[config.mk]
export PLATFORM = sky130hd
export DESIGN_NAME = pkg_config_service_decoder
export DESIGN_NICKNAME = d
export VERILOG_FILES = /design/src/core/pkg_cfg_pkg.sv /design/src/core/ms_tick_if.sv /design/src/core/ms_tick_gen.sv /design/src/core/pkg_config_service_decoder.sv
export SDC_FILE = /design/constraint.sdc
export NUM_CORES = 1
export LEC_CHECK = 0
export ABC_AREA = 1
export BUFFER_PORTS_ARGS = -buffer_cell sky130_fd_sc_hd__buf_2
export CORE_MARGIN = 1
export CORE_UTILIZATION = 30
export DETAILED_ROUTE_END_ITERATION = 8
export HOLD_SLACK_MARGIN = 0.06
export PLACE_DENSITY_LB_ADDON = 0.3
export SLEW_MARGIN = 30
export SYNTH_ARGS = -nofsm -noshare
export SYNTH_HDL_FRONTEND = slang
export SYNTH_SLANG_ARGS = --single-unit
[constraint.sdc]
create_clock -name clock -period 2.24 [get_ports clock]
set_input_delay 0.336 -clock clock [delete_from_list [all_inputs] [get_ports clock]]
set_output_delay 0.336 -clock clock [all_outputs]
set_load 0.005 [all_outputs]
[src/core/pkg_cfg_pkg.sv]
// package: indices, parameter codes, field positions and completion codes
package pkg_cfg_pkg;
    localparam logic [7:0]  IDX_PKG_ID        = 8'h00;
    localparam logic [7:0]  IDX_LIMIT1        = 8'h1A;
    localparam logic [7:0]  IDX_LIMIT2        = 8'h1B;
    localparam logic [7:0]  IDX_SKU_LO        = 8'h1C;
    localparam logic [7:0]  IDX_SKU_HI        = 8'h1D;
    localparam logic [7:0]  IDX_UNITS         = 8'h1E;
    localparam logic [7:0]  IDX_RUN_TIME      = 8'h1F;
    localparam logic [7:0]  IDX_THROTTLE_TIME = 8'h20;
    localparam logic [15:0] PARAM_ZERO        = 16'h0000;
    localparam logic [15:0] PARAM_PROC_ID     = 16'h0000;
    localparam logic [15:0] PARAM_PLATFORM_ID = 16'h0001;
    localparam logic [15:0] PARAM_THREAD_CNT  = 16'h0003;
    localparam logic [15:0] PARAM_UCODE_REV   = 16'h0004;
    localparam logic [15:0] PARAM_ERR_LOG     = 16'h0005;
    localparam logic [7:0]  CC_OK             = 8'h40;
    localparam logic [7:0]  CC_BAD_PARAM      = 8'h90;
    localparam logic [7:0]  CC_BAD_REQ        = 8'h91;
    // processor identification word layout
    localparam int STEP_LSB = 0;
    localparam int MODEL_LSB = 4;
    localparam int FAMILY_LSB = 8;
    localparam int TYPE_LSB = 12;
    localparam int EXT_MODEL_LSB = 16;
    localparam int EXT_FAMILY_LSB = 20;
    // unit word layout
    localparam int POWER_UNIT_LSB = 0;
    localparam int ENERGY_UNIT_LSB = 8;
    localparam int TIME_UNIT_LSB = 16;
    localparam logic [31:0] LIMIT_RESET = 32'h0000_0000;
    // one millisecond of run time at 100 MHz
    localparam int CLK_MHZ = 100;
    localparam int MS_US = 1000;
    localparam int MS_CYCLES = CLK_MHZ * MS_US;
endpackage

[src/core/ms_tick_if.sv]
// interface: millisecond tick carried from the timer to the decoder
`timescale 1ns/1ps
interface ms_tick_if;
    logic tick;
    modport src (output tick);
    modport dst (input tick);
endinterface

[src/core/ms_tick_gen.sv]
// module: free-running millisecond tick generator
`timescale 1ns/1ps
module ms_tick_gen #(
    parameter int PERIOD = pkg_cfg_pkg::MS_CYCLES
) (
    // clock and reset
    input  wire logic clock,
    input  wire logic sys_rst,
    // tick out
    ms_tick_if.src    tick_out
);
    logic [31:0] count_r;

    // count one period then pulse
    always_ff @(posedge clock)
    begin
        if (sys_rst)
            count_r <= 32'h0000_0000;
        else if (count_r == 32'(PERIOD - 1))
            count_r <= 32'h0000_0000;
        else
            count_r <= count_r + 32'h0000_0001;
    end

    assign tick_out.tick = (count_r == 32'(PERIOD - 1));
endmodule // ms_tick_gen

[src/core/pkg_config_service_decoder.sv]
// module: package configuration read/write service dispatcher
//
// Overview of operation
// index 26/27 param 0 access power limits
// index 28/29 return low/high product power
// index 30 returns time, energy, power units
// index 31 returns millisecond run time
// index 32 returns thermal throttle time
// index 0 parameter selects identification item
// processor id word packs documented field layout
// platform id carries three-bit processor flag
// thread count in bits 3..0, rest zero
// thread count fixed by product core count
// index 0 parameters 0,1,3,4,5 select items
// microcode revision is one 32-bit value
// out-of-range parameter answers code 0x90
// unknown index or bad write: error, no change
`timescale 1ns/1ps
module pkg_config_service_decoder #(
    parameter int          MS_PERIOD    = pkg_cfg_pkg::MS_CYCLES,
    parameter logic [3:0]  STEP_VAL     = 4'h1,
    parameter logic [3:0]  MODEL_VAL    = 4'h2,
    parameter logic [3:0]  FAMILY_VAL   = 4'h3,
    parameter logic [1:0]  TYPE_VAL     = 2'h0,
    parameter logic [3:0]  EXT_MODEL_VAL = 4'h4,
    parameter logic [7:0]  EXT_FAM_VAL  = 8'h00,
    parameter logic [2:0]  PROC_FLAG    = 3'h1,
    parameter logic [3:0]  THREAD_COUNT = 4'h8,
    parameter logic [31:0] UCODE_REV    = 32'h0000_0001, // arbitrary value
    parameter logic [3:0]  POWER_UNIT   = 4'h3,
    parameter logic [4:0]  ENERGY_UNIT  = 5'h10,
    parameter logic [3:0]  TIME_UNIT    = 4'hA
) (
    // clock and reset
    input  wire logic        clock,
    input  wire logic        sys_rst,
    // request
    input  wire logic        req_valid,
    input  wire logic        req_write,
    input  wire logic [7:0]  req_index,
    input  wire logic [15:0] req_param,
    input  wire logic [31:0] req_wdata,
    // response
    output logic             rsp_valid,
    output logic [7:0]       rsp_code,
    output logic [31:0]      rsp_rdata,
    // device state inputs
    input  wire logic [63:0] product_power,
    input  wire logic        thermal_throttle_circuit,
    input  wire logic [31:0] err_src_log,
    // power limit outputs
    output logic [31:0]      power_limit1,
    output logic [31:0]      power_limit2
);
    ms_tick_if   ms_tick();
    logic [31:0] run_ms_r;
    logic [31:0] throttle_ms_r;
    logic [31:0] limit1_r;
    logic [31:0] limit2_r;
    logic        rsp_valid_r;
    logic [7:0]  rsp_code_r;
    logic [31:0] rsp_rdata_r;
    logic [7:0]  code_nxt;
    logic [31:0] data_nxt;
    logic        wr_ok;
    logic [31:0] proc_id_word;
    logic [31:0] plat_id_word;
    logic [31:0] thread_word;
    logic [31:0] unit_word;

    ms_tick_gen #(.PERIOD(MS_PERIOD)) u_tick (
        .clock    (clock),
        .sys_rst  (sys_rst),
        .tick_out (ms_tick)
    );

    // ok answer with data
    function automatic logic [39:0] ok(input logic [31:0] d);
        return {pkg_cfg_pkg::CC_OK, d};
    endfunction

    // indices 26..32 take only a zero parameter
    function automatic logic in_service_range(input logic [7:0] idx);
        return idx >= pkg_cfg_pkg::IDX_LIMIT1 && idx <= pkg_cfg_pkg::IDX_THROTTLE_TIME;
    endfunction

    // move a field to its bit position in a 32-bit answer word
    function automatic logic [31:0] place(input logic [31:0] v, input int lsb);
        return v << lsb;
    endfunction

    // fixed answer words; reserved bits stay zero, and the thread count is
    // a product constant so enabling or disabling cores never changes it
    assign proc_id_word = place(32'(STEP_VAL), pkg_cfg_pkg::STEP_LSB)
                        | place(32'(MODEL_VAL), pkg_cfg_pkg::MODEL_LSB)
                        | place(32'(FAMILY_VAL), pkg_cfg_pkg::FAMILY_LSB)
                        | place(32'(TYPE_VAL), pkg_cfg_pkg::TYPE_LSB)
                        | place(32'(EXT_MODEL_VAL), pkg_cfg_pkg::EXT_MODEL_LSB)
                        | place(32'(EXT_FAM_VAL), pkg_cfg_pkg::EXT_FAMILY_LSB);
    assign plat_id_word = 32'(PROC_FLAG);
    assign thread_word  = 32'(THREAD_COUNT);
    assign unit_word    = place(32'(POWER_UNIT), pkg_cfg_pkg::POWER_UNIT_LSB)
                        | place(32'(ENERGY_UNIT), pkg_cfg_pkg::ENERGY_UNIT_LSB)
                        | place(32'(TIME_UNIT), pkg_cfg_pkg::TIME_UNIT_LSB);

    // run time counter, wraps at 32 bits
    // rolls over silently; the host works with differences of two reads
    always_ff @(posedge clock)
    begin
        if (sys_rst)
            run_ms_r <= 32'h0000_0000;
        else if (ms_tick.tick)
            run_ms_r <= run_ms_r + 32'h0000_0001;
    end

    // throttle time, counts ms while throttle circuit active
    // the level is taken only in the tick cycle, so short bursts may be missed
    always_ff @(posedge clock)
    begin
        if (sys_rst)
            throttle_ms_r <= 32'h0000_0000;
        else if (ms_tick.tick && thermal_throttle_circuit)
            throttle_ms_r <= throttle_ms_r + 32'h0000_0001;
    end

    // decode request into completion code and data
    always_comb
    begin
        logic [39:0] r;
        r = {pkg_cfg_pkg::CC_BAD_REQ, 32'h0000_0000};
        wr_ok = 1'b0;
        if (req_write)
        begin
            // a bad parameter outranks a read-only index inside 26..32
            if (req_param != pkg_cfg_pkg::PARAM_ZERO && in_service_range(req_index))
                r = {pkg_cfg_pkg::CC_BAD_PARAM, 32'h0000_0000};
            // only the two limits are writable
            else if (req_index == pkg_cfg_pkg::IDX_LIMIT1 || req_index == pkg_cfg_pkg::IDX_LIMIT2)
            begin
                r = ok(32'h0000_0000);
                wr_ok = 1'b1;
            end
        end
        else if (req_index == pkg_cfg_pkg::IDX_PKG_ID)
        begin
            case (req_param)
                pkg_cfg_pkg::PARAM_PROC_ID:
                    r = ok(proc_id_word);
                pkg_cfg_pkg::PARAM_PLATFORM_ID:
                    r = ok(plat_id_word);
                pkg_cfg_pkg::PARAM_THREAD_CNT:
                    r = ok(thread_word);
                pkg_cfg_pkg::PARAM_UCODE_REV:
                    r = ok(UCODE_REV);
                pkg_cfg_pkg::PARAM_ERR_LOG:
                    r = ok(err_src_log);
                default:
                    r = {pkg_cfg_pkg::CC_BAD_PARAM, 32'h0000_0000};
            endcase
        end
        // reads in 26..32 take only a zero parameter
        else if (req_param != pkg_cfg_pkg::PARAM_ZERO && in_service_range(req_index))
            r = {pkg_cfg_pkg::CC_BAD_PARAM, 32'h0000_0000};
        else
        begin
            case (req_index)
                pkg_cfg_pkg::IDX_LIMIT1:        r = ok(limit1_r);
                pkg_cfg_pkg::IDX_LIMIT2:        r = ok(limit2_r);
                pkg_cfg_pkg::IDX_SKU_LO:        r = ok(product_power[31:0]);
                pkg_cfg_pkg::IDX_SKU_HI:        r = ok(product_power[63:32]);
                pkg_cfg_pkg::IDX_UNITS:
                    r = ok(unit_word);
                pkg_cfg_pkg::IDX_RUN_TIME:      r = ok(run_ms_r);
                pkg_cfg_pkg::IDX_THROTTLE_TIME: r = ok(throttle_ms_r);
                default:                        r = {pkg_cfg_pkg::CC_BAD_REQ, 32'h0000_0000};
            endcase
        end
        code_nxt = r[39:32];
        data_nxt = r[31:0];
    end

    // power limits, changed only by accepted writes
    // a refused request never reaches them, so a bad write is harmless
    always_ff @(posedge clock)
    begin
        if (sys_rst)
        begin
            limit1_r <= pkg_cfg_pkg::LIMIT_RESET;
            limit2_r <= pkg_cfg_pkg::LIMIT_RESET;
        end
        else if (req_valid && wr_ok)
        begin
            if (req_index == pkg_cfg_pkg::IDX_LIMIT1)
                limit1_r <= req_wdata;
            else
                limit2_r <= req_wdata;
        end
    end

    // registered answer, one cycle after the request
    // code and data hold until the next answer, so a slow host still sees them
    always_ff @(posedge clock)
    begin
        if (sys_rst)
        begin
            rsp_valid_r <= 1'b0;
            rsp_code_r  <= 8'h00;
            rsp_rdata_r <= 32'h0000_0000;
        end
        else
        begin
            rsp_valid_r <= req_valid;
            if (req_valid)
            begin
                rsp_code_r  <= code_nxt;
                rsp_rdata_r <= data_nxt;
            end
        end
    end

    assign rsp_valid    = rsp_valid_r;
    assign rsp_code     = rsp_code_r;
    assign rsp_rdata    = rsp_rdata_r;
    assign power_limit1 = limit1_r;
    assign power_limit2 = limit2_r;
endmodule // pkg_config_service_decoder

==> results.py, run 1 <==
metrics = {
    "logic_synthesis": {
        "yosysWarnings": 0,
        "ys_types": 41,
        "syn_inst": 2088,
        "synth_edf_count": 0,
        "ys_ff_latch": 196,
        "synth_commonest_cells": "721 x nand2_1, 380 x nor2_1, 196 x dfxtp_1",
        "synthMostInstantiatedCell": "nand2_1",
        "synth_ff_type": "dfxtp_1",
        "yosys-top-cells-area": "dfxtp_1 32%, nand2_1 22%, nor2_1 12%",
        "synth_top_area_cell": "dfxtp_1",
        "synth_top_area_share_pct": 31.96,
        "syn_area_per_cell_um2": 5.880,
        "synthArstFlopShare_pct": 0,
        "synth_area_mm2": 0.01228,
        "ys_seq_area_share_pct": 31.96,
    },
    "worst_setup_path": {
        "crit_path_start": "u_tick.count_r[4]$_SDFF_PP0_",
        "end_kind": "flop",
        "crit_type": "flop to flop",
        "startpoint_type": "flop",
        "slowest_stage": "dfxtp_1",
        "r2r_slack_ns": 0.28,
        "max_stage_delay_ns": 0.40,
        "r2r-start": "u_tick.count_r[4]$_SDFF_PP0_",
        "endpoint": "u_tick.count_r[23]$_SDFF_PP0_",
        "cp_max_fo": 5,
        "arrival_ns": 2.29,
        "required_ns": 2.58,
        "crit_chain": "nand2_1 -> nor2_1 -> nand2_1 -> nor2_1 -> nand2_1 -> nor2_1 -> nand3_1 -> o21ai_1 -> a21oi_1",
        "reg2reg_to": "u_tick.count_r[23]$_SDFF_PP0_",
        "r2r_cells": 9,
    },
    "route": {
        "antenna_left": 0,
        "viasPerCell": 4.773,
        "first_pass_iters": 5,
        "route.met3.wl_um": 3001,
        "m1WireLength_um": 21150,
        "drc": 0,
        "routed_wl_um": 44310,
        "post_drt_wl_per_cell_um": 15.57,
        "highest_layer": "met5",
        "met2WireLength_um": 19420,
        "vias": 13580,
        "drtIter0Drc": 1066,
    },
    "die": {
        "die_h_um": 204.3,
        "start_util_pct": 30.69,
        "die-width_um": 204.3,
        "io_pins": 262,
        "fp.coreArea_mm2": 0.04001,
        "rows": 73,
        "die_area_mm2": 0.04174,
    },
    "sta": {
        "period_share_pct": 87.33,
        "setup_violations": 0,
        "tightestPinTransition_ns": 0.5922,
        "maxSlewHeadroom_pct": 60.21,
        "rsz0062_at_grt": "false",
        "finClkSkew_ns": 0.01599,
        "drv_slew": 0,
        "hold_viol": 0,
        "layout_min_cycle_time_ns": 1.956,
        "tns_ns": 0,
        "timing.fmax_mhz": 511.2,
    },
    "placed_design": {
        "dpl-instance-area_mm2": 0.01418,
        "port_buffers": 257,
        "place.gp.congestion": 0.9211,
        "place_hpwl_um": 33810,
    },
    "global_routing": {
        "antenna_found_initial": 4,
        "grt_util_all_layers_pct": 21.03,
        "grt_max_degree": 85,
        "grt_pass1_wl_um": 68790,
        "overflow": 0,
        "grt_pass1_vias": 12460,
    },
    "clocking": {
        "cts_root_buf": "clkbuf_16",
        "cts_num_sinks": 196,
        "tritoncts": "yes",
        "ctsHoldBuffers": 0,
        "clockBufferDepth": 2,
        "cts_buffers": 17,
        "postCtsSetupRepairBufs": 0,
        "clk_latency_ns": 0.46,
        "clk_pin_slew_worst_paths_ns": 0.08,
        "htreeDepth": 4,
        "post_cts_resized": 0,
    },
    "worst_hold_path": {
        "worstHoldPathType": "input pin to flop",
    },
    "power_and_ir_drop": {
        "power.density_mw_per_mm2": 495.2,
        "p_leak_nw": 7.035,
        "ir_drop_v": 0.0005663,
    },
    "final_layout": {
        "finish.instance_area_mm2": 0.01481,
        "fin_util_pct": 37.03,
        "fin_nets": 2466,
        "drive_gt1_share_pct": 16.56,
        "fillCellCount": 4478,
        "syn_to_final_growth_pct": 20.65,
    },
    "outcome": {
        "status": "finished clean",
    },
    "run": {
        "maxCapViolations": 0,
    },
}
-- through the flow --
step / worst slack, ns / power (W) / hold WS (ns) / cells
after floorplan: 0.5595 / 0.003762 / 0.4175 / 2091
after global placement: 0.1989 / 0.004016 / 0.4300 / 2812
after detailed placement: 0.1702 / 0.004017 / 0.4415 / 2812
after CTS: 0.3012 / 0.007403 / 0.1045 / 2844
after global routing: 0.05054 / 0.007560 / 0.1214 / 2846
final: 0.2838 / 0.007335 / 0.1181 / 2846
-- metal layers --
layer  up-vias  GRT usage [%]
li1       6909              -
met1      6184          30.05
met2       443          32.22
met3        43          3.683
met4         4          5.570
met5         -              0
-- critical path: cells and delay by family, from the launching register on --
kind,cells,cell delay [ns]
simple gates,7,1.23
compound gates,2,0.20
flops,1,0.40
-- cells in the final DEF, fill, tap and decap left out, types with 28 or more instances in the layout --
cell type / Yosys / layout
a21oi_1: 108 / 108
buf_2: 34 / 256
dfxtp_1: 196 / 196
inv_1: 189 / 189
nand2_1: 721 / 721
nand3_1: 175 / 175
nand4_1: 28 / 28
nor2_1: 380 / 375
nor3_1: 44 / 44
xor2_1: 41 / 41
-- sequential cells by signal (all words and copies together) (netlist names) --
register	cells
rsp_rdata	32
throttle_ms_r	32
power_limit1	32
u_tick.count_r	32
run_ms_r	32
rsp_code	3
power_limit2	32
rsp_valid	1
-- cell type report --
type | instances | area, um2 | area share [%]
Timing Repair Buffer | 288 | 1722 | 11.62
Antenna cell | 2 | 5.005 | 0.03379
Clock inverter | 12 | 178.9 | 1.208
Multi-Input combinational cell | 1596 | 7103 | 47.95
Tap cell | 525 | 656.9 | 4.434
Inverter | 207 | 777.0 | 5.245
Sequential cell | 196 | 3924 | 26.49
Clock buffer | 20 | 446.7 | 3.015
-- logic make-up after synthesis --
group                    count (synthesis)  synth area share [%]
adder cells (fa/ha/maj)                  3                0.3057
AND/OR/NAND/NOR                       1402                 47.72
flip-flops                             196                 31.96
XOR/XNOR                                53                 3.781
AO/OA/AOI/OAI                          134                 5.819
other                                    1               0.03054
buffers and inverters                  299                 10.38
-- report_power, final --
| part | leakage, nW | switching [W] | internal, W | total, W |
|---|---|---|---|---|
| Sequential | 1.58 | 0.00000737 | 0.00349 | 0.00350 |
| Combinational | 5.16 | 0.000279 | 0.000161 | 0.000440 |
| Clock | 0.297 | 0.00149 | 0.00190 | 0.00340 |
| Total | 7.03 | 0.00178 | 0.00556 | 0.00733 |
-- worst min-delay path by stage --
stage / start / endpoint / slack (ns) / cells past startpoint
floorplan: u_tick.count_r[0]$_SDFF_PP0_ / u_tick.count_r[0]$_SDFF_PP0_ / 0.42 / 1
global placement: u_tick.count_r[0]$_SDFF_PP0_ / u_tick.count_r[0]$_SDFF_PP0_ / 0.43 / 1
detailed placement: u_tick.count_r[0]$_SDFF_PP0_ / u_tick.count_r[0]$_SDFF_PP0_ / 0.44 / 1
CTS: req_wdata[0] / power_limit2[0]$_SDFFE_PP0P_ / 0.10 / 3
global route: req_wdata[0] / power_limit2[0]$_SDFFE_PP0P_ / 0.12 / 3
finish: req_wdata[0] / power_limit2[0]$_SDFFE_PP0P_ / 0.12 / 3
(Power assumes the default switching activity.)
==> inputs of run 2 (changes only) <==
CORE_UTILIZATION = 50   (was 30)
==> run 2 against run 1 <==
Core utilization increased by 24 points. Count of clock-buffer cells in the layout decreased by 2. Total power decreased by 4.5%. Global-route usage increased by 11 points. Critical path depth increased by 1. Via count increased by 1.9%. Highest routed layer unchanged.
==> results.py, run 2 (same netlist as run 1, synthesis figures left out) <==
metrics = {
    "global_routing": {
        "grt_pass1_wl_um": 65140,
        "overflow": 0,
        "grt_pass1_vias": 12290,
        "grt_max_degree": 72,
        "grt_util_all_layers_pct": 32.23,
        "antenna_found_initial": 2,
    },
    "final_layout": {
        "syn_to_final_growth_pct": 17.62,
        "antenna-diode-count": 0,
        "final_cell_mix": "721 x nand2_1, 375 x nor2_1, 256 x buf_2",
        "final_common_cell": "nand2_1",
        "drive_gt1_share_pct": 16.57,
        "finalNonFillerCells": 2637,
        "fin_util_pct": 60.80,
        "fin_nets": 2465,
    },
    "worst_setup_path": {
        "r2r_cells": 10,
        "startpoint_type": "flop",
        "end_kind": "flop",
        "arrival_ns": 2.39,
        "required_ns": 2.60,
        "crit_type": "flop to flop",
        "cp_max_fo": 15,
    },
    "clocking": {
        "ctsHoldBuffers": 0,
        "clockBufferDepth": 2,
        "cts_buffers": 17,
        "cts_num_sinks": 196,
        "postCtsSetupRepairBufs": 0,
        "clk_latency_ns": 0.45,
        "clk_pin_slew_worst_paths_ns": 0.09,
        "cts_root_buf": "clkbuf_16",
        "tritoncts": "yes",
        "htreeDepth": 4,
        "post_cts_resized": 0,
    },
    "route": {
        "post_drt_wl_per_cell_um": 15.64,
        "drc": 0,
        "viasPerCell": 5.247,
        "vias": 13840,
        "routed_wl_um": 41260,
        "antenna_left": 0,
        "first_pass_iters": 6,
        "drtIter0Drc": 1454,
    },
    "sta": {
        "period_share_pct": 90.65,
        "finClkSkew_ns": 0.01777,
        "layout_min_cycle_time_ns": 2.031,
        "timing.fmax_mhz": 492.5,
        "maxSlewHeadroom_pct": 59.36,
        "hold_viol": 0,
        "tns_ns": 0,
        "setup_violations": 0,
        "tightestPinTransition_ns": 0.6040,
        "rsz0062_at_grt": "false",
        "drv_slew": 0,
    },
    "placed_design": {
        "place_hpwl_um": 31370,
        "dpl.cell_count": 2605,
        "port_buffers": 257,
        "place.gp.congestion": 1.011,
    },
    "outcome": {
        "status": "finished clean",
    },
    "die": {
        "rows": 56,
        "fp.coreArea_mm2": 0.02375,
        "io_pins": 262,
        "die-width_um": 158.7,
        "start_util_pct": 51.69,
        "die_h_um": 158.7,
        "die_area_mm2": 0.02519,
    },
    "power_and_ir_drop": {
        "p_leak_nw": 6.995,
        "ir_drop_v": 0.0004764,
        "power.density_mw_per_mm2": 485.2,
    },
    "worst_hold_path": {
        "worstHoldPathType": "input pin to flop",
        "min_path_cells": 2,
    },
    "run": {
        "maxCapViolations": 0,
    },
}
run 2: cell count changes in the layout (fill, tap and decap cells not counted), sizes merged, moves of 2 or more:
cell,delta
bufinv,-4
clkbuf,-2
clkinv,+3
clkinvlp,-3
diode,-2
inv,+6
run 2: where the power goes:
part | leakage (nW) | switching, W | internal (W)
clock network | 0.285 | 0.00159 | 0.00150
registers | 1.58 | 0.00000686 | 0.00349
logic | 5.13 | 0.000267 | 0.000154
total | 6.99 | 0.00186 | 0.00515
run 2: layout make-up:
cell class / count / area, um2
multi-input combinational: 1596 / 7103
timing repair buffer: 287 / 1652
sequential: 196 / 3924
fill: 2364 / 9311
inverter: 207 / 777.0
clock inverter: 14 / 157.7
clock buffer: 18 / 429.2
tap: 319 / 399.1
run 2: through the flow:
stage	worst slack [ns]	hold slack (ns)	total power, W	area (um2)
2_1_floorplan	0.5595	0.4175	0.003762	12290
3_3_place_gp	0.2346	0.4306	0.003991	13850
3_5_place_dp	0.1655	0.4442	0.003993	13850
4_1_cts	0.2217	0.1160	0.007028	14440
5_1_grt	0.01518	0.1116	0.007211	14440
6_report	0.2094	0.1220	0.007007	14440
run 2: final timing paths:
path / start / to / slack (ns)
worst max-delay path: u_tick.count_r[0]$_SDFF_PP0_ / run_ms_r[19]$_SDFFE_PP0N_ / 0.21
worst min-delay path: sys_rst / rsp_valid$_SDFF_PP0_ / 0.12
worst max register to register: u_tick.count_r[0]$_SDFF_PP0_ / run_ms_r[19]$_SDFFE_PP0N_ / 0.21
worst min register to register: u_tick.count_r[0]$_SDFF_PP0_ / u_tick.count_r[0]$_SDFF_PP0_ / 0.46
run 2: critical path: stages (launching register included):
cell and delay, ns:
dfxtp_1 0.36, ha_1 0.21, nand3_2 0.16, inv_2 0.12
nand4_1 0.15, nor3_2 0.21, nand2_2 0.11, inv_2 0.26
buf_12 0.18, nand2_1 0.05, a21oi_1 0.13
run 2: metal layers:
layer,routed length (um),track usage (%)
met3,3608,7.341
met1,18300,43.43
met4,1634,12.67
met2,17690,49.58
met5,25,0
==> inputs of run 3 (changes only) <==
GPL_TIMING_DRIVEN = 0   (was default)
==> run 3 against run 2 <==
Non-clock buffer count rose by 61. Cell area rose by 1.4%. Worst hold slack worse by 0.0082 ns. Cell count up 2.4%. Combinational power increased by 3%. Critical path type unchanged. Sequential share of layout area decreased by 0.37 points. Clock power up 6%.
==> results.py, run 3 (same netlist as run 1, synthesis figures left out) <==
metrics = {
    "outcome": {
        "status": "finished clean",
    },
    "sta": {
        "hold_viol": 0,
        "layout_min_cycle_time_ns": 2.123,
        "period_share_pct": 94.78,
        "rsz0062_at_grt": "true",
        "drv_slew": 0,
        "maxSlewHeadroom_pct": 40.18,
        "setup_violations": 0,
        "tightestPinTransition_ns": 0.8973,
        "finClkSkew_ns": 0.01972,
        "hold_ws_ns": 0.1138,
        "tns_ns": 0,
        "timing.fmax_mhz": 471.0,
    },
    "worst_setup_path": {
        "crit_chain": "ha_2 -> nand3_2 -> inv_2 -> nand4_1 -> nor3_4 -> buf_4 -> nand3_4 -> inv_2 -> buf_4 -> nand2_1 -> a21oi_1",
        "required_ns": 2.61,
        "cp_top_family": "simple AND/OR/NAND/NOR gates",
        "startpoint_type": "flop",
        "slowest_stage": "dfxtp_1",
        "crit_buf_inv": 4,
        "arrival_ns": 2.50,
        "end_kind": "flop",
        "max_stage_delay_ns": 0.36,
        "cp_max_fo": 10,
        "crit_type": "flop to flop",
    },
    "route": {
        "viasPerCell": 5.246,
        "drtIter0Drc": 1368,
        "first_pass_iters": 6,
        "post_drt_wl_per_cell_um": 15.92,
        "vias": 14160,
        "antenna_left": 0,
        "routed_wl_um": 43000,
        "drc": 0,
    },
    "power_and_ir_drop": {
        "swShare_pct": 26.68,
        "ir_drop_v": 0.0006031,
        "comb_power_share_pct": 6.0,
        "power.share.sequential_pct": 48.6,
        "power_frac_clock_pct": 45.4,
        "p_leak_nw": 7.177,
        "p_sw_w": 0.001922,
        "power.density_mw_per_mm2": 491.9,
        "internal_power_w": 0.005281,
    },
    "placed_design": {
        "dpl-instance-area_mm2": 0.01396,
        "place.gp.congestion": 0.9723,
        "port_buffers": 255,
        "dpl.cell_count": 2665,
        "place_hpwl_um": 33840,
    },
    "die": {
        "rows": 56,
        "io_pins": 262,
        "start_util_pct": 51.69,
        "die-width_um": 158.7,
        "fp.coreArea_mm2": 0.02375,
        "die_h_um": 158.7,
        "die_area_mm2": 0.02519,
    },
    "final_layout": {
        "fin_util_pct": 61.65,
        "syn_to_final_growth_pct": 19.26,
        "finalNonFillerCells": 2700,
        "multi_input_area_mm2": 0.007117,
        "seqCellArea_mm2": 0.003924,
        "drive_gt1_share_pct": 17.32,
        "final_common_cell": "nand2_1",
        "final_cell_mix": "720 x nand2_1, 379 x nor2_1, 289 x buf_2",
        "fin_nets": 2526,
        "finish.instance_area_mm2": 0.01464,
        "fillCellCount": 2366,
    },
    "clocking": {
        "clockBufferDepth": 2,
        "cts_num_sinks": 196,
        "cts_buffers": 17,
        "cts_root_buf": "clkbuf_16",
        "clk_pin_slew_worst_paths_ns": 0.10,
        "clk_latency_ns": 0.46,
        "tritoncts": "yes",
        "htreeDepth": 4,
    },
    "run": {
        "maxCapViolations": 0,
    },
    "global_routing": {
        "grt_pass1_vias": 12750,
        "grt_util_all_layers_pct": 33.73,
        "grt_pass1_wl_um": 67460,
        "overflow": 0,
        "antenna_found_initial": 2,
        "grt_max_degree": 22,
    },
    "worst_hold_path": {
        "worstHoldPathType": "input pin to flop",
    },
}
==> run 3: path summary, 6_finish.rpt <==
path,startpoint,endpoint,slack [ns],cells after the start
setup / recovery,u_tick.count_r[0]$_SDFF_PP0_,throttle_ms_r[26]$_SDFFE_PP0P_,0.12,11
hold / removal,req_wdata[14],power_limit2[14]$_SDFFE_PP0P_,0.11,3
setup reg to reg,u_tick.count_r[0]$_SDFF_PP0_,throttle_ms_r[26]$_SDFFE_PP0P_,0.12,11
hold reg to reg,u_tick.count_r[0]$_SDFF_PP0_,u_tick.count_r[0]$_SDFF_PP0_,0.45,1
==> run 3: area by class of cell <==
class	instances	area share [%]
Buffer	92	3.444
Tap cell	319	2.726
Multi-Input combinational cell	1596	48.60
Antenna cell	2	0.03418
Sequential cell	196	26.80
Inverter	207	5.323
Clock inverter	15	1.401
Timing Repair Buffer	256	8.767
Clock buffer	17	2.905
==> run 3: tightest hold or removal path, cell delays in order <==
cell	delay, ns
buf_2	0.09
nor2_1	0.04
nor2_1	0.08
==> run 3: layer usage <==
metal	share of wire [%]	wire [um]	global-route usage, %	up-vias
li1	-	-	-	7050
met1	43	18520	45.96	6362
met2	43	18680	51.24	649
met3	9.7	4167	6.714	103
met4	3.8	1630	14.92	0
met5	0	0	0	-
==> run 3: timing repair <==
action	4_1_cts	5_1_grt
pin swaps	0	1
hold buffers	0	0
setup buffers	0	1
endpoints found under the setup margin	6	55
hold endpoints to repair	0	0
resized for setup	1	12
==> run 3: power by group through the flow <==
stage               clock, W  combinational (W)  sequential [W]
detailed placement         0           0.000423         0.00358
global placement           0           0.000419         0.00358
finish               0.00327           0.000434         0.00350
CTS                  0.00328           0.000426         0.00350
global route         0.00343           0.000470         0.00350
floorplan                  0           0.000183         0.00358
==> run 3: through the flow <==
stage	setup WS, ns	total power [W]
after floorplan	0.5595	0.003762
after detailed placement	0.02451	0.004004
after global routing	-0.05426	0.007399
after global placement	0.02792	0.003999
after CTS	0.07226	0.007208
final	0.1170	0.007203
